--- config.mk ---
export PLATFORM = sky130hd
export DESIGN_NAME = pci_arb_pins
export DESIGN_NICKNAME = d
export VERILOG_FILES = /design/src/rtl/pci_arb_pkg.sv /design/src/rtl/pci_arb_sync.sv /design/src/rtl/pci_arb_pins.sv
export VERILOG_INCLUDE_DIRS = /design/src /design/src/rtl
export SDC_FILE = /design/constraint.sdc
export NUM_CORES = 1
export LEC_CHECK = 0
export ABC_AREA = 1
export BUFFER_PORTS_ARGS = -buffer_cell sky130_fd_sc_hd__buf_4
export CAP_MARGIN = 20
export CORE_AREA = 5 5 63 65
export CTS_CLUSTER_DIAMETER = 30
export DETAILED_ROUTE_END_ITERATION = 8
export DIE_AREA = 0 0 68 70
export GPL_TIMING_DRIVEN = 0
export PLACE_DENSITY = 0.76
export RECOVER_POWER = 50
export SLEW_MARGIN = 20
export SYNTH_ARGS = -nofsm -noshare
export SYNTH_HDL_FRONTEND = slang
export SYNTH_HIERARCHICAL = 1
export SYNTH_SLANG_ARGS = --single-unit
--- constraint.sdc ---
create_clock -name i_core_clk -period 3.3 [get_ports i_core_clk]
set_input_delay 0.495 -clock i_core_clk [delete_from_list [all_inputs] [get_ports i_core_clk]]
set_output_delay 0.495 -clock i_core_clk [all_outputs]
set_load 0.05 [all_outputs]
--- src/rtl/pci_arb_defs.svh ---
`ifndef PCI_ARB_DEFS_SVH
`define PCI_ARB_DEFS_SVH

// ---------------------------------------------------------------
// Sizes and idle levels
// ---------------------------------------------------------------
`define PCI_ARB_AGENTS 4
`define PCI_ARB_IDLE_N 4'hf
`define PCI_ARB_SYNC_STAGES 3
`endif

--- src/rtl/pci_arb_pkg.sv ---
package pci_arb_pkg;
    typedef enum logic [1:0] {
        ST_IDLE = 2'b00,
        ST_GRANT = 2'b01,
        ST_PARK = 2'b10
    } arb_state_t;

    typedef struct packed {
        logic [3:0] out;
        logic [3:0] oe;
    } pin_drive_t;
endpackage : pci_arb_pkg

--- src/rtl/pci_arb_sync.sv ---
`timescale 1ns/100ps
`include "pci_arb_defs.svh"
// Three-stage sampler; a change counts once stages two and three agree.
module pci_arb_sync #(
    parameter int WIDTH = 1,
    parameter logic [WIDTH-1:0] INIT = '1
) (
    // Clock and reset
    input wire logic i_core_clk,
    input wire logic i_rst_b,
    // Data
    input wire logic [WIDTH-1:0] i_async,
    output logic [WIDTH-1:0] o_sync
);
    logic [WIDTH-1:0] s1_q;
    logic [WIDTH-1:0] s2_q;
    logic [WIDTH-1:0] s3_q;

    always_ff @(posedge i_core_clk or negedge i_rst_b) begin
        if (!i_rst_b) begin
            s1_q <= INIT;
            s2_q <= INIT;
            s3_q <= INIT;
            o_sync <= INIT;
        end else begin
            s1_q <= i_async;
            s2_q <= s1_q;
            s3_q <= s2_q;
            for (int i = 0; i < WIDTH; i++) begin
                if (s2_q[i] == s3_q[i]) begin
                    o_sync[i] <= s3_q[i];
                end
            end
        end
    end
endmodule : pci_arb_sync

--- src/rtl/pci_arb_pins.sv ---
`timescale 1ns/100ps
`include "pci_arb_defs.svh"
module pci_arb_pins
    import pci_arb_pkg::*;
(
    // Clock and reset
    input wire logic i_core_clk,
    input wire logic i_rst_b,
    // Mode
    input wire logic i_arb_enable,
    // Bus clock from the far side
    input wire logic i_bus_clock_input,
    // Request pins, active low; line 0 is two-way
    input wire logic [3:0] i_req_n,
    output logic o_req0_n,
    output logic o_req0_oe,
    // Grant pins, active low; line 0 is two-way
    input wire logic i_gnt0_n,
    output logic [3:0] o_gnt_n,
    output logic [3:0] o_gnt_oe,
    // Internal master side
    input wire logic i_own_req,
    output logic o_own_gnt,
    output logic [3:0] o_owner
);
    // ---------------------------------------------------------------
    // Input sampling
    // ---------------------------------------------------------------
    logic clk_s;
    logic clk_prev_q;
    logic [3:0] req_s;
    logic gnt0_s;
    logic bus_edge;

    // Every pin comes from the far side, so each crosses through the
    // sampler. The bus clock is found by its edges, which only works
    // while the core clock runs well above twice the bus clock.

    // Sampler starts at the idle level of every pin: all lines high
    pci_arb_sync #(.WIDTH(6), .INIT({2'b11, `PCI_ARB_IDLE_N})) u_sync (
        .i_core_clk(i_core_clk),
        .i_rst_b(i_rst_b),
        .i_async({i_bus_clock_input, i_gnt0_n, i_req_n}),
        .o_sync({clk_s, gnt0_s, req_s})
    );

    // ---------------------------------------------------------------
    // Bus clock edge detection
    // ---------------------------------------------------------------
    // Starts high like the sampler, so leaving reset is no false edge
    always_ff @(posedge i_core_clk or negedge i_rst_b) begin
        if (!i_rst_b) begin
            clk_prev_q <= 1'b1;
        end else begin
            clk_prev_q <= clk_s;
        end
    end

    // Pins change on bus clock rising edges, except when i_arb_enable changes
    assign bus_edge = clk_s & ~clk_prev_q;

    // ---------------------------------------------------------------
    // Arbitration (round robin, one grant at a time)
    // ---------------------------------------------------------------
    arb_state_t state_q;
    logic [3:0] gnt_q;
    logic [1:0] last_q;
    logic [3:0] req_act;
    logic own_gnt_q;
    logic req0_drv_q;

    // ---------------------------------------------------------------
    // Round-robin helpers
    // ---------------------------------------------------------------
    // Search starts just after the last winner, so no agent can starve
    function automatic logic [3:0] pick(input logic [3:0] req,
                                        input logic [1:0] last);
        logic [3:0] res;
        logic [1:0] idx;
        res = 4'h0;
        for (int k = 1; k <= 4; k++) begin
            idx = 2'(int'(last) + k);
            if (res == 4'h0 && req[idx]) begin
                res[idx] = 1'b1;
            end
        end
        return res;
    endfunction : pick

    // Index of the single set bit; zero when none is set
    function automatic logic [1:0] enc(input logic [3:0] oh);
        logic [1:0] r;
        r = 2'd0;
        for (int k = 0; k < 4; k++) begin
            if (oh[k]) begin
                r = 2'(k);
            end
        end
        return r;
    endfunction : enc

    // Active-high requests; line 0 counts only in arbiter mode
    assign req_act = {~req_s[3:1], ~req_s[0] & i_arb_enable};

    logic [3:0] pick_d;
    logic [1:0] last_d;
    logic [3:0] held;

    // Winner is worked out once so the grant and the pointer agree
    always_comb begin
        pick_d = pick(req_act, last_q);
        last_d = enc(pick_d);
    end

    // Requests still asserted by the agent that holds the grant
    assign held = gnt_q & req_act;

    // ---------------------------------------------------------------
    // Arbitration state
    // ---------------------------------------------------------------
    // Turning the arbiter off drops straight to idle, so no grant is
    // left standing while line 0 turns around
    always_ff @(posedge i_core_clk or negedge i_rst_b) begin
        if (!i_rst_b) begin
            state_q <= ST_IDLE;
        end else if (!i_arb_enable) begin
            state_q <= ST_IDLE;
        end else if (bus_edge) begin
            case (state_q)
                ST_IDLE: begin
                    // Any request wakes the arbiter; the winner is pick_d
                    if (req_act != 4'h0) begin
                        state_q <= ST_GRANT;
                    end
                end
                ST_GRANT: begin
                    // Hold until the owner releases its request
                    if (held == 4'h0) begin
                        state_q <= ST_PARK;
                    end
                end
                ST_PARK: begin
                    // Two idle bus clocks between grants avoid overlap
                    state_q <= ST_IDLE;
                end
                default: begin
                    state_q <= ST_IDLE;
                end
            endcase
        end
    end

    // ---------------------------------------------------------------
    // Grant register
    // ---------------------------------------------------------------
    always_ff @(posedge i_core_clk or negedge i_rst_b) begin
        if (!i_rst_b) begin
            gnt_q <= 4'h0;
        end else if (!i_arb_enable) begin
            gnt_q <= 4'h0;
        end else if (bus_edge) begin
            if (state_q == ST_IDLE) begin
                // The winner takes the grant, or none when nobody asks
                gnt_q <= pick_d;
            end else if (held == 4'h0 || state_q != ST_GRANT) begin
                // Withdraw the grant once its owner lets the request go
                gnt_q <= 4'h0;
            end
        end
    end

    // Pointer moves only when a grant is really issued, so idle bus
    // clocks leave the rotation where it was
    always_ff @(posedge i_core_clk or negedge i_rst_b) begin
        if (!i_rst_b) begin
            last_q <= 2'd0;
        end else if (i_arb_enable && bus_edge && state_q == ST_IDLE
                     && req_act != 4'h0) begin
            last_q <= last_d;
        end
    end

    // ---------------------------------------------------------------
    // External-arbiter mode
    // ---------------------------------------------------------------
    // Line 0 asks for the bus whenever the internal master does
    always_ff @(posedge i_core_clk or negedge i_rst_b) begin
        if (!i_rst_b) begin
            req0_drv_q <= 1'b0;
        end else if (i_arb_enable) begin
            req0_drv_q <= 1'b0;
        end else if (bus_edge) begin
            req0_drv_q <= i_own_req;
        end
    end

    // The bus counts as ours only while we still ask and the grant
    // is seen; a grant left over after the request drops is ignored
    always_ff @(posedge i_core_clk or negedge i_rst_b) begin
        if (!i_rst_b) begin
            own_gnt_q <= 1'b0;
        end else if (i_arb_enable) begin
            own_gnt_q <= 1'b0;
        end else if (bus_edge) begin
            own_gnt_q <= i_own_req & ~gnt0_s;
        end
    end

    // ---------------------------------------------------------------
    // Pin drive
    // ---------------------------------------------------------------
    // Line 0 request is only driven with the arbiter off; otherwise
    // the pin belongs to the agent on that line
    assign o_req0_n = ~req0_drv_q;
    assign o_req0_oe = ~i_arb_enable;

    // Grant line 0 is left to the external arbiter when disabled
    assign o_gnt_n = ~gnt_q;
    assign o_gnt_oe = {3'b111, i_arb_enable};

    // Owner mirrors the grant register in active-high form
    assign o_own_gnt = own_gnt_q;
    assign o_owner = gnt_q;
endmodule : pci_arb_pins

==> flow_metrics.tcl <==
set metrics [dict create \
    status "finished with violations" \
    violations "max-capacitance violations, max-slew violations" \
    peakVddDrop_mv 0.549 \
    drt_iter0_markers 79 \
    r2r_start "last_q[0]$_DFFE_PN0P_" \
    numPortBuffers 21 \
    design_area_mm2 0.00208 \
    final_cell_mix "34 x inv_1, 26 x nand2_1, 25 x dfstp_2" \
    async_flop_share 1.00 \
    cts_buffers 5 \
    yosysTopAreaCell "dfstp_2" \
    cap_violations 1 \
    syn_area_per_cell_um2 9.29 \
    ios 25 \
    placedInstanceArea_mm2 0.00202 \
    p_comb_frac 0.595 \
    grt_first_pass_wirelength_um 5710 \
    drv_slew 36 \
    rsz0062_at_grt "false" \
    cts.sink_count 35 \
    postRouteWirelength_um 3240 \
    hp-start "i_gnt0_n" \
    worst_pin_slew_ps 1690 \
    antenna_cells 0 \
    path_max_fanout 11 \
    synth_edf_count 0 \
    p_sw_uw 948 \
    nets 241 \
    die_area_mm2 0.00476 \
    cts_setup_buffers 0 \
    hold_path.class "input port to flop" \
    synth.distinct_cells 30 \
    syn_to_final_growth_pct 15.3 \
    yosys_warnings 6 \
    place_congestion 0.814 \
    p_int_uw 989 \
    setup_viol 0 \
    critPathArrivalTime_ps 2870 \
    finalCritPeriodShare 0.808 \
    ys_seq_area_frac 0.503 \
    post_drt_via_cell_ratio 4.88 \
    critPathLaunchType "flop" \
    yosys.area.top_type_share 0.365 \
    synth_ff_type "dfstp_2" \
    multiInputGateArea_um2 716 \
    tns_ps 0 \
    fin_skew_ps 6.92 \
    drive_gt1_frac 0.388 \
    worst-path-buf-inv 2 \
    crit_type "flop to flop" \
    hpwl_um 2580 \
    postRouteAntennaNets 0 \
    die_w_um 68 \
    yosys_register_bits 35 \
    cpLargestDelayFamily "simple AND/OR/NAND/NOR gates" \
    ctsRootBufferMaster "clkbuf_4" \
    drtPass1Iterations 4 \
    cts_max_level 2 \
    grt_util_all_layers 0.157 \
    drc_errors 0 \
    fillers 296 \
    ys_top_cells_by_area "dfstp_2 36%, dfrtp_1 14%, inv_1 7.1%, nand2_1 5.4%, ha_1 4.9%" \
    power_frac_seq 0.289 \
    ctsHoldBuffers 0 \
    synthCells 194 \
    critPathRequiredTime_ps 3510 \
    cts_resized 0 \
    cp-end-kind "flop" \
    switching_share 0.489 \
    p_clk_frac 0.116 \
    row_count 21 \
    grt_pass1_vias 1318 \
    max_slew_margin -0.129 \
    core-area_mm2 0.00328 \
    fmax_ghz 0.375 \
    wl_per_cell_um 12.0 \
    syn-cell-area_mm2 0.00180 \
    pwr_density_cell_mw_per_mm2 932 \
    path_clk_slew_ps 100 \
    cp_slowest_cell "dfrtp_1" \
    final_common_cell "inv_1" \
    vias 1318 \
    power_leakage_uw 0.000996 \
    die_h_um 70 \
    clk_latency_ps 320 \
    critPathMaxStageDelay_ps 610 \
    min_period_ps 2670 \
    cts_buffer_depth 2 \
    cts_tree "built" \
    regArea_um2 907 \
    grt_max_degree 36 \
    path_cells "inv_2 -> ha_1 -> inv_1 -> nand3_2 -> o211ai_2 -> nand4_1 -> nand3_2 -> nor2_4 -> nand3_1 -> nand3_2 -> nor2_4 -> nand2_1 -> nor2_1 -> o21ai_1 -> o21ai_1" \
    antenna_found_initial 0 \
    finalHoldViolations 0 \
    cp-startpoint "last_q[0]$_DFFE_PN0P_" \
    grt_overflow 0 \
    cp_common_cell "nand3_2" \
    initial_core_util 0.549 \
]
==> cells by family (layout without fill, tap and decap cells) <==
kind of cell / Yosys count / in the layout / share of synthesized area
other cells: 1 / 3 / 0.00208
simple gates: 79 / 79 / 0.242
flops: 35 / 35 / 0.503
mux: 1 / 1 / 0.00625
fa+ha+maj: 7 / 7 / 0.0486
buf+inv: 45 / 73 / 0.103
compound gates: 26 / 26 / 0.0937
==> Yosys cell counts, types with 3 or more instances <==
library cell and n:
o21ai_0 7, inv_1 34, nor2_1 15, o21ai_1 4
nand4_1 3, nand3_2 4, buf_4 4, inv_2 5
nand2_2 7, dfrtp_1 10, dfstp_2 25, nand2_1 26
a21oi_1 7, ha_1 7, nor2_4 5, nand3_1 13
==> flip-flops by register name, summed over array words and instances, names as in the netlist <==
signal         cells
o_owner            4
last_q             2
u_sync/s2_q        6
u_sync/s3_q        6
o_own_gnt          1
state_q            2
req0_drv_q         1
u_sync/s1_q        6
u_sync/o_sync      6
clk_prev_q         1
==> worst paths after layout <==
path | endpoint | slack [ps] | cells after the start
hold reg to reg | u_sync/s2_q[3]$_DFF_PN1_ | 360 | 0
max in group asynchronous | o_owner[1]$_DFFE_PN0P_ | 1730 | 1
setup / recovery | o_owner[0]$_DFFE_PN0P_ | 630 | 15
hold / removal | u_sync/s1_q[4]$_DFF_PN1_ | 270 | 1
min in group asynchronous | o_own_gnt$_DFFE_PN0P_ | 600 | 1
setup reg to reg | o_owner[0]$_DFFE_PN0P_ | 630 | 15
==> final cells by class <==
cell class | count | area share
well taps | 46 | 0.0277
flip-flops and latches | 35 | 0.437
plain buffers | 4 | 0.0145
multi-input cells | 116 | 0.345
clock buffers | 6 | 0.0247
clock inverters | 1 | 0.00241
inverters | 41 | 0.0753
repair buffers | 21 | 0.0741
==> routing by layer <==
metal	vias up	share of wire	global-route usage	wire length (µm)
li1	664	-	-	-
met3	5	0.045	0.0465	146
met4	0	0.015	0.0596	48
met2	26	0.50	0.254	1620
met5	-	0	0	0
met1	623	0.44	0.194	1430
==> power groups by stage <==
stage,Clock (µW),Sequential (µW),Combinational (µW)
after floorplan,0,596,900
after global placement,0,564,1130
after detailed placement,0,566,1150
after CTS,233,559,1160
after global routing,256,569,1270
final,225,559,1150
==> through the flow <==
step                utilization  worst slack, ps  instances  power, µW  hold slack, ps
global placement          0.616              757        263       1700             345
floorplan                     -             1050        196       1500             199
detailed placement        0.616              694        263       1720             347
CTS                       0.634              665        270       1950            96.3
global route              0.632              468        270       2090             241
finish                    0.632              633        270       1940             269
Note: power is estimated with default switching activity, not from simulation.
